$ cat config.mk
export PLATFORM = sky130hd
export DESIGN_NAME = bcic_cfg_regs
export DESIGN_NICKNAME = d
export VERILOG_FILES = /design/src/bcic_pkg.sv /design/src/bcic_down_filter.sv /design/src/bcic_up_gate.sv /design/src/bcic_cfg_regs.sv
export VERILOG_INCLUDE_DIRS = /design/src
export SDC_FILE = /design/constraint.sdc
export NUM_CORES = 1
export LEC_CHECK = 0
export BUFFER_PORTS_ARGS = -buffer_cell sky130_fd_sc_hd__buf_4
export CELL_PAD_IN_SITES_DETAIL_PLACEMENT = 0
export CELL_PAD_IN_SITES_GLOBAL_PLACEMENT = 2
export CORE_ASPECT_RATIO = 1.25
export CORE_MARGIN = 4
export CORE_UTILIZATION = 20
export CTS_CLUSTER_DIAMETER = 30
export DETAILED_ROUTE_END_ITERATION = 16
export GPL_ROUTABILITY_DRIVEN = 0
export PLACE_DENSITY = 0.84
export SYNTH_ARGS = -nofsm -noshare
export SYNTH_HDL_FRONTEND = slang
export SYNTH_SLANG_ARGS = --single-unit
$ cat constraint.sdc
create_clock -name clk -period 3.21 [get_ports clk]
set_clock_uncertainty 0.1 [all_clocks]
set_input_delay 0.1605 -clock clk [delete_from_list [all_inputs] [get_ports clk]]
set_output_delay 0.1605 -clock clk [all_outputs]
set_load 0.005 [all_outputs]
$ cat src/bcic_map.svh
// Offsets, field positions, reset values and codes of the bridge header start
`ifndef BCIC_MAP_SVH
`define BCIC_MAP_SVH
`define BCIC_OFS_MAKER 8'h00
`define BCIC_OFS_PART 8'h02
`define BCIC_OFS_CMD 8'h04
`define BCIC_OFS_STAT 8'h06
`define BCIC_CMD_RESET 16'h0000
`define BCIC_CMD_RW_MASK 16'h0157
`define BCIC_CMD_IO_SPACE_BIT 0
`define BCIC_CMD_MEM_SPACE_BIT 1
`define BCIC_CMD_UP_INIT_BIT 2
`define BCIC_CMD_SPECIAL_BIT 3
`define BCIC_CMD_WI_PROMOTE_BIT 4
`define BCIC_CMD_PALETTE_BIT 5
`define BCIC_CMD_PARITY_RESP_BIT 6
`define BCIC_CMD_STEPPING_BIT 7
`define BCIC_CMD_SIGNALED_SYSTEM_ERR_FLAG_REP_BIT 8
`define BCIC_CMD_BACK_TO_BACK_BIT 9
`define BCIC_CMD_INT_DIS_BIT 10
`define BCIC_STAT_MASTER_PAR_BIT 8
`define BCIC_STAT_SIG_SIGNALED_SYSTEM_ERR_FLAG_BIT 14
`define BCIC_STAT_RESET 16'h0000
`define BCIC_MAKER_CODE_DEF 16'h5a5a
`define BCIC_PART_CODE_DEF 16'h0c3e
`endif

$ cat src/bcic_pkg.sv
// Types shared by the bridge header start
package bcic_pkg;
	typedef enum logic [2:0] {
		BCIC_REQ_MEM_RD,
		BCIC_REQ_MEM_WR,
		BCIC_REQ_IO_RD,
		BCIC_REQ_IO_WR,
		BCIC_REQ_OTHER
	} bcic_req_kind_t;
	typedef enum logic {
		BCIC_ERR_IDLE,
		BCIC_ERR_SEND
	} bcic_err_state_t;
endpackage

$ cat src/bcic_down_filter.sv
// Downstream request filter: accept or unsupported, promotion, poison forwarding
`timescale 1ns/1ps
module bcic_down_filter (
	input wire logic clk,
	input wire logic rst_b,
	input wire logic dnValid,
	input wire bcic_pkg::bcic_req_kind_t dnKind,
	input wire logic dnPoisoned,
	input wire logic memSpaceEn,
	input wire logic ioSpaceEn,
	input wire logic promoteEn,
	output logic dnAccept,
	output logic dnUnsupported,
	output logic dnPromoteMwi,
	output logic dnFwdBadParity,
	output logic poisonWrEvent
);
	logic isMem;
	logic isIo;
	logic isWr;
	logic okNxt;

	assign isMem = (dnKind == bcic_pkg::BCIC_REQ_MEM_RD) || (dnKind == bcic_pkg::BCIC_REQ_MEM_WR);
	assign isIo = (dnKind == bcic_pkg::BCIC_REQ_IO_RD) || (dnKind == bcic_pkg::BCIC_REQ_IO_WR);
	assign isWr = (dnKind == bcic_pkg::BCIC_REQ_MEM_WR) || (dnKind == bcic_pkg::BCIC_REQ_IO_WR);
	// Other kinds are not this block's to judge; passed as accepted
	assign okNxt = (isMem & memSpaceEn) | (isIo & ioSpaceEn) | (~isMem & ~isIo);

	always_ff @(posedge clk) begin
		if (!rst_b) begin
			dnAccept <= 1'b0;
			dnUnsupported <= 1'b0;
			dnPromoteMwi <= 1'b0;
			dnFwdBadParity <= 1'b0;
			poisonWrEvent <= 1'b0;
		end else begin
			dnAccept <= dnValid & okNxt;
			dnUnsupported <= dnValid & ~okNxt;
			dnPromoteMwi <= dnValid & okNxt & promoteEn & (dnKind == bcic_pkg::BCIC_REQ_MEM_WR);
			// Bad parity goes out whatever the parity response bit says
			dnFwdBadParity <= dnValid & okNxt & isWr & dnPoisoned;
			poisonWrEvent <= dnValid & okNxt & isWr & dnPoisoned;
		end
	end
endmodule

$ cat src/bcic_up_gate.sv
// Upstream gating and error message sender for system errors seen on PCI
`timescale 1ns/1ps
module bcic_up_gate (
	input wire logic clk,
	input wire logic rst_b,
	input wire logic upInitEn,
	input wire logic sysErrRepEn,
	input wire logic serrPin_b,
	input wire logic serrIsFatal,
	input wire logic pciMemIoReq,
	input wire logic pciSpecialCycle,
	input wire logic upReqValid,
	output logic pciClaim,
	output logic upReqGo,
	output logic errMsgValid,
	output logic errMsgFatal,
	input wire logic errMsgReady,
	output logic sigSysErrEvent
);
	logic serrMeta_r;
	logic serrSync_r;
	logic serrSeen_r;
	bcic_pkg::bcic_err_state_t errState_r;

	assign pciClaim = pciMemIoReq & ~pciSpecialCycle & upInitEn;
	assign upReqGo = upReqValid & upInitEn;
	assign errMsgValid = (errState_r == bcic_pkg::BCIC_ERR_SEND) & sysErrRepEn;
	assign sigSysErrEvent = errMsgValid & errMsgReady;

	always_ff @(posedge clk) begin
		if (!rst_b) begin
			serrMeta_r <= 1'b0;
			serrSync_r <= 1'b0;
			serrSeen_r <= 1'b0;
		end else begin
			serrMeta_r <= ~serrPin_b;
			serrSync_r <= serrMeta_r;
			serrSeen_r <= serrSync_r;
		end
	end

	always_ff @(posedge clk) begin
		if (!rst_b) begin
			errState_r <= bcic_pkg::BCIC_ERR_IDLE;
			errMsgFatal <= 1'b0;
		end else begin
			unique case (errState_r)
				bcic_pkg::BCIC_ERR_IDLE: begin
					// Reporting disabled: assertion is dropped, not queued
					if (serrSync_r & ~serrSeen_r & sysErrRepEn) begin
						errState_r <= bcic_pkg::BCIC_ERR_SEND;
						errMsgFatal <= serrIsFatal;
					end
				end
				bcic_pkg::BCIC_ERR_SEND: begin
					if (sigSysErrEvent | ~sysErrRepEn) begin
						errState_r <= bcic_pkg::BCIC_ERR_IDLE;
					end
				end
			endcase
		end
	end
endmodule

$ cat src/bcic_cfg_regs.sv
// Identification words, command word and two status flags of the bridge header
//
// Notes on behaviour
// Offset 00h returns a fixed maker code; writes do nothing.
// Offset 02h returns a fixed part code; writes do nothing.
// Command word at 04h, mixed access, resets to all zero.
// Command bits 15 to 11 always read zero.
// Interrupt disable bit 10 is read-only zero.
// Back-to-back enable bit 9 reads zero.
// Bit 8 enables error messages for PCI system errors; else suppressed.
// Stepping bit 7 is hardwired zero.
// Bit 6 gates poisoned TLPs setting the master parity error flag.
// Poisoned TLPs are forwarded with bad parity regardless of bit 6.
// Palette snoop bit 5 reads zero.
// Bit 4 promotes memory writes to write-and-invalidate cycles.
// Special cycle bit 3 reads zero; special cycles are ignored.
// Bit 2 low: no upstream requests, no PCI memory or I/O claims.
// Bit 2 high: PCI memory and I/O may be claimed and forwarded.
// Bit 1 low: downstream memory requests get unsupported request.
// Bit 1 high: downstream memory requests are accepted.
// Bit 0 low: downstream I/O requests get unsupported request.
// Bit 0 high: downstream I/O requests are accepted.
// Status bit 14 sets when an error message goes out with bit 8 set.
// Status bit 8 sets on poisoned completion or poisoned write, if enabled.
// Writes change only writable command bits; others discarded silently.
`timescale 1ns/1ps
`include "bcic_map.svh"
module bcic_cfg_regs #(
	// Arbitrary identification values
	parameter logic [15:0] MAKER_CODE = `BCIC_MAKER_CODE_DEF,
	parameter logic [15:0] PART_CODE = `BCIC_PART_CODE_DEF
) (
	input wire logic clk,
	input wire logic rst_b,
	// Configuration access, one dword per request
	input wire logic cfgReq,
	input wire logic cfgWr,
	input wire logic [7:0] cfgAddr,
	input wire logic [3:0] cfgByteEn,
	input wire logic [31:0] cfgWrData,
	output logic cfgAck,
	output logic [31:0] cfgRdData,
	// Downstream requests from the link side
	input wire logic dnValid,
	input wire bcic_pkg::bcic_req_kind_t dnKind,
	input wire logic dnPoisoned,
	output logic dnAccept,
	output logic dnUnsupported,
	output logic dnPromoteMwi,
	output logic dnFwdBadParity,
	// Completions and secondary bus decode
	input wire logic cplPoisoned,
	input wire logic pciMemIoReq,
	input wire logic pciSpecialCycle,
	output logic pciClaim,
	input wire logic upReqValid,
	output logic upReqGo,
	// System error pin and upstream message handshake
	input wire logic serrPin_b,
	input wire logic serrIsFatal,
	output logic errMsgValid,
	output logic errMsgFatal,
	input wire logic errMsgReady,
	// Register views for the rest of the bridge
	output logic [15:0] commandWord,
	output logic masterParityErrFlag,
	output logic signaledSystemErrFlag
);

	////////////////////////////////////////////////////////////////////////
	// Command word and its fields

	logic [15:0] command_control_r;
	logic [15:0] command_control_nxt;
	logic [15:0] statusWord;
	logic [15:0] cmdView;
	logic system_error_report_en;
	logic parity_response_en;
	logic write_invalidate_promote_en;
	logic upstream_initiate_en;
	logic mem_space_en;
	logic io_space_en;
	logic back_to_back_en;
	logic stepping_en;
	logic palette_snoop_en;
	logic poisonWrEvent;
	logic sigSysErrEvent;

	assign system_error_report_en = command_control_r[`BCIC_CMD_SIGNALED_SYSTEM_ERR_FLAG_REP_BIT];
	assign parity_response_en = command_control_r[`BCIC_CMD_PARITY_RESP_BIT];
	assign write_invalidate_promote_en = command_control_r[`BCIC_CMD_WI_PROMOTE_BIT];
	assign upstream_initiate_en = command_control_r[`BCIC_CMD_UP_INIT_BIT];
	assign mem_space_en = command_control_r[`BCIC_CMD_MEM_SPACE_BIT];
	assign io_space_en = command_control_r[`BCIC_CMD_IO_SPACE_BIT];
	// Hardwired: the bridge has none of these features
	assign back_to_back_en = 1'b0;
	assign stepping_en = 1'b0;
	assign palette_snoop_en = 1'b0;
	assign commandWord = cmdView;

	////////////////////////////////////////////////////////////////////////
	// Access decoding

	// Dword holding a byte offset, matched on bits 7:2
	function automatic logic hitsDword(input logic [7:0] addr, input logic [7:0] ofs);
		hitsDword = (addr[7:2] == ofs[7:2]);
	endfunction

	// Byte enables of the half of a dword that holds a 16-bit word
	function automatic logic [1:0] halfEnables(input logic [3:0] be, input logic [7:0] ofs);
		halfEnables = ofs[1] ? be[3:2] : be[1:0];
	endfunction

	logic cmdDwordHit;
	logic identDwordHit;
	logic cfgWrCmd;
	logic [1:0] cmdBe;
	logic [1:0] statBe;
	logic [15:0] cmdWrHalf;
	logic [15:0] statWrHalf;
	logic [15:0] cmdLaneMask;

	assign cmdDwordHit = hitsDword(cfgAddr, `BCIC_OFS_CMD);
	assign identDwordHit = hitsDword(cfgAddr, `BCIC_OFS_MAKER);
	// Writes to the identification dword have no path to any state
	assign cfgWrCmd = cfgReq & cfgWr & cmdDwordHit;
	assign cmdBe = halfEnables(cfgByteEn, `BCIC_OFS_CMD);
	assign statBe = halfEnables(cfgByteEn, `BCIC_OFS_STAT);
	assign cmdWrHalf = cfgWrData[15:0];
	assign statWrHalf = cfgWrData[31:16];

	genvar lane;
	generate
		for (lane = 0; lane < 2; lane++) begin : gLane
			assign cmdLaneMask[lane*8 +: 8] = {8{cmdBe[lane]}};
		end
	endgenerate

	////////////////////////////////////////////////////////////////////////
	// Command register update

	always_comb begin
		command_control_nxt = command_control_r;
		if (cfgWrCmd) begin
			// Only writable bits under an enabled byte lane move
			command_control_nxt = (command_control_r & ~(cmdLaneMask & `BCIC_CMD_RW_MASK))
				| (cmdWrHalf & cmdLaneMask & `BCIC_CMD_RW_MASK);
		end
	end

	always_ff @(posedge clk) begin
		if (!rst_b) begin
			command_control_r <= `BCIC_CMD_RESET;
		end else begin
			command_control_r <= command_control_nxt;
		end
	end

	////////////////////////////////////////////////////////////////////////
	// Command word as software and the datapath see it

	// Built field by field so a stray register bit can never leak out
	always_comb begin
		cmdView = 16'h0000;
		cmdView[`BCIC_CMD_IO_SPACE_BIT] = io_space_en;
		cmdView[`BCIC_CMD_MEM_SPACE_BIT] = mem_space_en;
		cmdView[`BCIC_CMD_UP_INIT_BIT] = upstream_initiate_en;
		cmdView[`BCIC_CMD_SPECIAL_BIT] = 1'b0;
		cmdView[`BCIC_CMD_WI_PROMOTE_BIT] = write_invalidate_promote_en;
		cmdView[`BCIC_CMD_PALETTE_BIT] = palette_snoop_en;
		cmdView[`BCIC_CMD_PARITY_RESP_BIT] = parity_response_en;
		cmdView[`BCIC_CMD_STEPPING_BIT] = stepping_en;
		cmdView[`BCIC_CMD_SIGNALED_SYSTEM_ERR_FLAG_REP_BIT] = system_error_report_en;
		cmdView[`BCIC_CMD_BACK_TO_BACK_BIT] = back_to_back_en;
		cmdView[`BCIC_CMD_INT_DIS_BIT] = 1'b0;
	end

	////////////////////////////////////////////////////////////////////////
	// Status flags fed by the command bits

	logic [1:0] flagSet;
	logic [1:0] flagClr;
	logic [1:0] flag_r;

	assign flagSet[0] = parity_response_en & (cplPoisoned | poisonWrEvent);
	assign flagSet[1] = sigSysErrEvent & system_error_report_en;
	// Write one to clear, status half of the command dword
	assign flagClr[0] = cfgWrCmd & statBe[1] & statWrHalf[`BCIC_STAT_MASTER_PAR_BIT];
	assign flagClr[1] = cfgWrCmd & statBe[1] & statWrHalf[`BCIC_STAT_SIG_SIGNALED_SYSTEM_ERR_FLAG_BIT];

	generate
		for (genvar f = 0; f < 2; f++) begin : gFlag
			always_ff @(posedge clk) begin
				if (!rst_b) begin
					flag_r[f] <= 1'b0;
				end else if (flagSet[f]) begin
					// A new event beats a clear in the same cycle
					flag_r[f] <= 1'b1;
				end else if (flagClr[f]) begin
					flag_r[f] <= 1'b0;
				end
			end
		end
	endgenerate

	always_comb begin
		statusWord = `BCIC_STAT_RESET;
		statusWord[`BCIC_STAT_MASTER_PAR_BIT] = flag_r[0];
		statusWord[`BCIC_STAT_SIG_SIGNALED_SYSTEM_ERR_FLAG_BIT] = flag_r[1];
	end

	assign masterParityErrFlag = flag_r[0];
	assign signaledSystemErrFlag = flag_r[1];

	////////////////////////////////////////////////////////////////////////
	// Read path, answered one cycle after the request

	logic [31:0] rdNxt;

	// Read data holds between reads, so a slow host may take it late
	always_comb begin
		rdNxt = 32'h0000_0000;
		if (identDwordHit) begin
			rdNxt = {PART_CODE, MAKER_CODE};
		end else if (cmdDwordHit) begin
			rdNxt = {statusWord, cmdView};
		end
	end

	always_ff @(posedge clk) begin
		if (!rst_b) begin
			cfgAck <= 1'b0;
			cfgRdData <= 32'h0000_0000;
		end else begin
			cfgAck <= cfgReq;
			if (cfgReq & ~cfgWr) begin
				cfgRdData <= rdNxt;
			end
		end
	end

	////////////////////////////////////////////////////////////////////////
	// Datapath gates

	// Both gates see the registered command: a write acts from the next cycle
	bcic_down_filter uDown (
		.clk(clk),
		.rst_b(rst_b),
		.dnValid(dnValid),
		.dnKind(dnKind),
		.dnPoisoned(dnPoisoned),
		.memSpaceEn(mem_space_en),
		.ioSpaceEn(io_space_en),
		.promoteEn(write_invalidate_promote_en),
		.dnAccept(dnAccept),
		.dnUnsupported(dnUnsupported),
		.dnPromoteMwi(dnPromoteMwi),
		.dnFwdBadParity(dnFwdBadParity),
		.poisonWrEvent(poisonWrEvent)
	);

	bcic_up_gate uUp (
		.clk(clk),
		.rst_b(rst_b),
		.upInitEn(upstream_initiate_en),
		.sysErrRepEn(system_error_report_en),
		.serrPin_b(serrPin_b),
		.serrIsFatal(serrIsFatal),
		.pciMemIoReq(pciMemIoReq),
		.pciSpecialCycle(pciSpecialCycle),
		.upReqValid(upReqValid),
		.pciClaim(pciClaim),
		.upReqGo(upReqGo),
		.errMsgValid(errMsgValid),
		.errMsgFatal(errMsgFatal),
		.errMsgReady(errMsgReady),
		.sigSysErrEvent(sigSysErrEvent)
	);

endmodule

======== Yosys cells after proc, flatten, opt, wreduce, memory -nomap -nowiden ========
Index checks and enable logic that the tools add are counted.
cells by class
  add/sub/neg operators ................... 0
  $mul .................................... 0
  div/mod/pow operators ................... 0
  magnitude comparators ................... 0
  equal/unequal tests ..................... 4
  shift operators ......................... 0
  muxes and demuxes ....................... 9
  bitwise gates (word level) .............. 41
  reductions and logical operators ........ 8
operator list
  operator                                                               number
  32-bit 2-to-1 mux                                                      1
  31-bit 2-to-1 mux                                                      1
  1-bit AND                                                              24
  16-bit AND                                                             1
  9-bit inverter with 16-bit output                                      1
  16-bit by 9-bit bitwise OR with 16-bit output                          1
  9-bit AND                                                              1
  1-bit inverter                                                         9
  3-bit by 2-bit equality test with 1-bit output, second input constant  2
  6-bit by 1-bit equality test with 1-bit output, second input constant  1
  6-bit logical NOT                                                      1
  1-bit 2-to-1 mux                                                       6
  1-bit bitwise OR                                                       4
  2-bit nonzero test                                                     2
  3-bit by 1-bit equality test with 1-bit output, second input constant  1
  3-bit logical NOT                                                      1
  1-bit logical OR                                                       3
  1-bit case mux with 2 select lines                                     1
  2-bit AND reduction                                                    1
storage, ports and cells
  register bits after elaboration ......... 60
  latch bits .............................. 0
  RAM bits ................................ 0
  ROM bits ................................ 0
  bits of input ports ..................... 60
  output and inout port bits .............. 59
  word-level logic and storage cells ...... 76
  memories kept ........................... 0

======== Logic depth before layout (Yosys ltp) ========
Gate-level depths: netlist (run 1).
  word-level depth ........................ 8
  depth in mapped cells ................... 4
  gate-level depth less buffers ........... 3

======== Hierarchy ========
Synthesis (run 1) repeated with hierarchy kept, for this count alone.
second synthesis, totals
  cells, all modules ...................... 147
  area total of the unflattened synthesis .. 1372.6 µm²
by module, submodules not included
  module            times used  cells each  area an instance (µm²)  seq. area each (µm²)
  bcic_cfg_regs     1           116         1024.7                  360.3
  bcic_up_gate      1           19          198.9                   100.1
  bcic_down_filter  1           12          148.9                   80.1

======== Worst setup path before layout (run 1) ========
No wires, ideal clock.
  path type ............................... input port to flip-flop
  start point ............................. input cfgWr
  end point ............................... register cfgRdData[0]
  setup time .............................. 0.076 ns
  arrival ................................. 0.853 ns
  required time ........................... 3.034 ns
  path slack .............................. 2.181 ns
  stages on the path ...................... 4
  path buffers ............................ 1
  cells stage by stage .................... and2b_1 > buf_4 > nand4b_1 > o22ai_1
between the ends
  word-level cells in the longest chain between the ends .. 2
RTL lines
  what                  line                  text
  start, declared       bcic_cfg_regs.sv:37   input wire logic cfgWr,
  1-bit inverter        bcic_cfg_regs.sv:236  if (cfgReq & ~cfgWr) begin
  1-bit AND             bcic_cfg_regs.sv:236
  end signal, assigned  bcic_cfg_regs.sv:237  cfgRdData <= rdNxt;
  end, declared         bcic_cfg_regs.sv:42   output logic [31:0] cfgRdData,
No other way between the ends.
A chain may end at the register's enable or synchronous reset.

======== Worst setup path after layout (run 1) ========
  start point ............................. input cfgReq
  end point ............................... register cfgRdData[24]
between the ends
  word-level cells in the longest chain between the ends .. 1
RTL lines
  what             line                  text
  start, declared  bcic_cfg_regs.sv:36   input wire logic cfgReq,
  1-bit AND        bcic_cfg_regs.sv:236
No other way between the ends.

==> results of run 1 <==
[cells by family (layout without fill, tap and decap cells)]
group                  Yosys count  after routing  synth area share
AO/OA/AOI/OAI                   17             17            0.0836
other                            1             22           0.00270
buffers and inverters           44             77             0.225
AND/OR/NAND/NOR                 57             57             0.250
multiplexers                     7              7            0.0504
flip-flops                      27             27             0.388
[area by class of cell]
cell class | instances | area (sq um) | area share
flip-flops and latches | 27 | 541 | 0.290
clock buffers | 3 | 41.3 | 0.0221
clock inverters | 1 | 5.00 | 0.00268
repair buffers | 72 | 548 | 0.294
inverters | 1 | 3.75 | 0.00201
well taps | 87 | 109 | 0.0584
multi-input cells | 103 | 617 | 0.331
[metrics by stage]
step | instance area, sq um | cells | hold WS (ps) | power (uW)
after CTS | 1850 | 293 | 1.15 | 618
after detailed placement | 1790 | 287 | 220 | 415
final | 1860 | 294 | 18.7 | 607
after global placement | 1790 | 287 | 217 | 415
after global routing | 1860 | 294 | 6.21 | 638
after floorplan | 1470 | 174 | 132 | 394
[per-layer routing]
layer  wire length, um  vias up  GRT usage  part of all wire
li1                  -      563          -                 -
met1              1410      476     0.0943              0.42
met2              1460       65      0.117              0.43
met3               511        2     0.0400              0.15
met4                13        0    0.00755            0.0038
met5                 0        -          0                 0
[synth_stat cells, drive strengths merged]
library cell,instances
nor4bb,1
and2,7
nand3,1
and4bb,2
dfxtp,27
o21ai,2
o32ai,3
and3b,2
nor2b,8
nand4b,1
and3,2
and2b,1
nor4b,1
nor4,2
o22ai,5
nand2b,1
nand2,25
clkbuf,3
a31oi,1
o21a,3
mux2i,7
a21oi,2
inv,1
nor2,3
a41o,1
conb,1
buf,40
[repair_timing]
action / in CTS / in global routing
setup buffers: 0 / 0
setup endpoints to repair: 0 / 0
hold buffers: 2 / 1
hold endpoints to repair: 2 / 1
[where the power goes]
group	total [uW]	leakage, uW	internal, uW	switching, uW
Sequential	339	0.000219	338	1.06
Clock	197	0.0000255	87.0	110
Combinational	70.4	0.000662	38.7	31.8
Total	607	0.000906	464	143
[worst max path at each step]
stage | cells past startpoint | to | from
floorplan | 4 | cfgRdData[0] | cfgWr
CTS | 1 | cfgRdData[20] | cfgRdData[27]
global placement | 4 | cfgRdData[0] | cfgWr
global route | 5 | cfgRdData[0] | cfgReq
detailed placement | 4 | cfgRdData[24] | cfgWr
finish | 5 | cfgRdData[24] | cfgReq
==> summary.txt, run 1 <==
status -> complete, no violations
Post-CTS Resized -> 0
sequential share of the synthesized area -> 0.388
Netlist cell types -> 29
die width -> 82.6 um
total CTS buffers -> 3
core area -> 6650 sq um
cell count after synthesis -> 153
Fin. Hold Viols -> 0
WP buf/inv -> 2
Via density -> 3.76
post-synth top area cell -> dfxtp_1
initial antenna violation count -> 0
fin. max-slew vios -> 0
ANT cells -> 0
Worst setup SP type -> input port
Slowest-stage cell, CP -> dlygate4sd3_1
WL per Instance -> 11.6 um
Pwr Density -> 326 nW/um^2
DP Worst Slack -> 1690 ps
cell area after synthesis -> 1390 sq um
Setup-failing EPs final -> 0
CTS Sinks -> 27
fin nets -> 268
total number of vias -> 1,106
slowest stage delay, CP -> 520 ps
Global Route Usage Sum -> 0.0747
commonest non-fill, non-tap cell in the layout -> buf_4
vias in the first global route -> 955
worst min-delay path class -> in2reg
critical path data arrival time -> 1750 ps
Area contributors post-synth -> dfxtp_1, buf_4, nand2_1, mux2i_1, nor2b_1
crit-path leading delay family -> simple AND/OR/NAND/NOR gates
Clock Root Buffer -> clkbuf_8
total of max-cap violations -> 0
most frequent cells in the layout -> buf_4, dfxtp_1, nand2_1, conb_1, nor2b_1
WS Path Type -> in2reg
Final period util -> 0.514
endpoint class of the critical path -> flip-flop
setup TNS -> 0 ps
Initial Util -> 0.209
IO Port Bufs -> 69
GRT overflow -> 0
WHS Path Cells -> 2
DRT antenna net count -> 0
H-tree levels -> 1
worst skew pair latency -> 270 ps
DRT iter0 DRCs -> 30
reg-to-reg slack, setup -> 2070 ps
Die H -> 101 um
Area Growth Syn to Fin -> 34.0%
residual DRC count -> 0
DRT Pass-1 Iters -> 2
CP Cell Sequence -> dlygate4sd3_1 > buf_4 > and2b_1 > nand4b_1 > o22ai_1
synth warn -> 0
RR Endpoint -> uDown.dnPromoteMwi
fin util -> 0.280
post-DP HPWL -> 2720 um
maximum vdd drop -> 0.184 mV
RSZ-0062 raised after global routing -> false
f_max -> 606 MHz
CTS max path bufs -> 2
CTS tree -> yes
Die Area -> 8360 sq um
fillers -> 714
WP data required -> 3310 ps
layout cell share with drive strength beyond 1 -> 0.377
clock slew at reported path FFs -> 100 ps
Yosys top cell area share -> 0.388
worst hold endpoint -> uDown.dnUnsupported
#FFs+latches synth -> 27
Max FO, Critical Path -> 12
Final Critical Period -> 1650 ps
worst r2r path cells -> 3
hold_sp -> dnValid
FP Rows -> 33
Setup WS post-layout -> 1560 ps
syn_area_per_cell -> 9.09 sq um
I/O pin total -> 119
Detailed Route WL -> 3400 um
first-pass GRT wire length -> 4790 um
Lkg Pwr -> 0.000906 uW
largest net degree at the start of global routing -> 35
Note: power is estimated with default switching activity, not from simulation.
==> inputs of run 2 (changes only) <==
--- a/config.mk
+++ b/config.mk
@@ -11,11 +11,11 @@
 export CELL_PAD_IN_SITES_GLOBAL_PLACEMENT = 2
 export CORE_ASPECT_RATIO = 1.25
 export CORE_MARGIN = 4
-export CORE_UTILIZATION = 20
+export CORE_UTILIZATION = 17
 export CTS_CLUSTER_DIAMETER = 30
 export DETAILED_ROUTE_END_ITERATION = 16
 export GPL_ROUTABILITY_DRIVEN = 0
-export PLACE_DENSITY = 0.84
+export PLACE_DENSITY = 0.76
 export SYNTH_ARGS = -nofsm -noshare
 export SYNTH_HDL_FRONTEND = slang
 export SYNTH_SLANG_ARGS = --single-unit
==> constraint.sdc (replaced) <==
create_clock -name clk -period 1.4 [get_ports clk]
set_clock_uncertainty 0.1 [all_clocks]
set_input_delay 0.07 -clock clk [delete_from_list [all_inputs] [get_ports clk]]
set_output_delay 0.07 -clock clk [all_outputs]
set_load 0.005 [all_outputs]
==> run 2 against run 1 <==
Effect of this change: utilization shrank 2.0 points; die area grew 16%; register-to-register slack lost 1800 ps.
==> summary.txt, run 2 (synthesized netlist as in run 1, its figures left out) <==
status -> complete, no violations
worst r2r path cells -> 3 (unchanged)
die width -> 88.9 um (+7.6%)
vias in the first global route -> 1,160 (+21%)
worst hold endpoint -> masterParityErrFlag
area occupied by multi-input gates -> 626 sq um (+1.4%)
fin. max-slew vios -> 0 (unchanged)
commonest non-fill, non-tap cell in the layout -> buf_4
H-tree levels -> 1 (unchanged)
Detailed Route WL -> 3750 um (+10%)
Fin. Hold Viols -> 0 (unchanged)
Register Area -> 541 sq um (unchanged)
critical path data arrival time -> 1410 ps (-340 ps)
RSZ-0062 raised after global routing -> false
CTS tree -> yes
clock slew at reported path FFs -> 100 ps (about the same)
Die H -> 109 um (+7.8%)
fin cells -> 320 (+8.8%)
ANT cells -> 0 (unchanged)
Worst setup SP type -> input port
first-pass GRT wire length -> 5640 um (+18%)
WHS Path Cells -> 4 (+2)
Setup-failing EPs final -> 0 (unchanged)
Final Critical Period -> 1330 ps
fin util -> 0.260 (-0.0200)
Final period util -> 0.950
WS Path Type -> in2reg
initial antenna violation count -> 0 (unchanged)
GRT overflow -> 0 (unchanged)
total number of vias -> 1,183 (+7.0%)
reg-to-reg slack, setup -> 280 ps (-1790 ps)
Die Area -> 9700 sq um (+16%)
CP Cell Sequence -> dlygate4sd3_1 > buf_4 > and4bb_2 > and2_1 > a41o_1
Post-Place Cells -> 299 (+4.2%)
fillers -> 860 (+20%)
worst skew pair latency -> 280 ps (about the same)
most frequent cells in the layout -> buf_4, dfxtp_1, nand2_1, conb_1, dlygate4sd3_1
endpoint class of the critical path -> flip-flop
Initial Util -> 0.177 (-0.0328)
overall power -> 1450 uW (+140%)
Max FO, Critical Path -> 3 (-9)
WP buf/inv -> 2 (unchanged)
DRT Pass-1 Iters -> 4 (+2)
DRT antenna net count -> 0 (unchanged)
post-DP HPWL -> 2980 um (+9.3%)
Slowest-stage cell, CP -> dlygate4sd3_1
residual DRC count -> 0 (unchanged)
largest net degree at the start of global routing -> 29 (-17%)
hold_sp -> cfgWrData[24]
setup TNS -> 0 ps (unchanged)
Lkg Pwr -> 0.000981 uW (+8.3%)
I/O pin total -> 119 (unchanged)
maximum vdd drop -> 0.364 mV (+98%)
fin nets -> 286 (+6.7%)
total CTS buffers -> 3 (unchanged)
WL per Instance -> 11.7 um (+1.5%)
IO Port Bufs -> 69 (unchanged)
Global Route Usage Sum -> 0.0749 (+0.000238)
CTS max path bufs -> 2 (unchanged)
Via density -> 3.70 (-1.7%)
FP Rows -> 36 (+9.1%)
Area Growth Syn to Fin -> 47.6%
total of max-cap violations -> 0 (unchanged)
slowest stage delay, CP -> 540 ps (+20 ps)
Clock Root Buffer -> clkbuf_8
Pwr Density -> 707 nW/um^2 (+120%)
worst min-delay path class -> in2reg
CTS Sinks -> 27 (unchanged)
core area -> 7880 sq um (+19%)
RR Endpoint -> uUp.errMsgFatal
layout cell share with drive strength beyond 1 -> 0.378 (+0.000966)
DRT iter0 DRCs -> 26 (-13%)
WP data required -> 1480 ps (-1830 ps)
crit-path leading delay family -> buffers and inverters
f_max -> 752 MHz
run 2: cell type report:
cell class | instances | share of cell area
clock buffer | 3 | 0.0201
sequential | 27 | 0.263
inverter | 1 | 0.00183
timing repair buffer | 90 | 0.349
multi-input combinational | 103 | 0.305
tap | 95 | 0.0579
clock inverter | 1 | 0.00366
run 2: where the power goes:
part | leakage (uW) | internal (uW) | switching (uW) | total [uW]
combinational | 0.000741 | 119 | 83.2 | 202
clock | 0.0000217 | 202 | 269 | 471
sequential | 0.000219 | 775 | 2.81 | 778
total | 0.000981 | 1100 | 355 | 1450
run 2: per-stage QoR:
stage	hold WS [ps]	worst slack, ps	instance area [sq um]
2_1_floorplan	41.6	382	1470
3_3_place_gp	127	160	1830
3_5_place_dp	130	138	1830
4_1_cts	13.0	45.7	2050
5_1_grt	37.3	26.6	2050
6_report	23.4	69.6	2050
run 2: how the worst max path moves through the flow:
stage	startpoint	end	slack, ps	cells past startpoint
final	cfgReq	flip-flop	70	5
after global routing	cfgReq	cfgRdData[6]	30	6
after detailed placement	cfgAddr[7]	cfgRdData[2]	140	4
after global placement	cfgAddr[7]	cfgRdData[0]	160	4
after CTS	cfgReq	cfgRdData[2]	50	5
after floorplan	flip-flop	uUp.errMsgFatal	380	3
run 2: repair_timing:
item | in CTS | in global routing
buffers inserted | 0 | 1
resized for setup | 0 | 2
hold buffers | 17 | 0
setup endpoints to repair | 0 | 7
endpoints found under the hold margin | 15 | 0
run 2: worst register-to-register path, stage by stage (launching register included):
cell	delay (ps)
dfxtp_1	400
and4bb_2	280
mux2i_1	190
nor2b_1	60
run 2: routing by layer:
metal	wire (um)	track usage
met2	1860	0.136
met4	18	0.00972
met3	417	0.0265
met5	0	0
met1	1460	0.0853
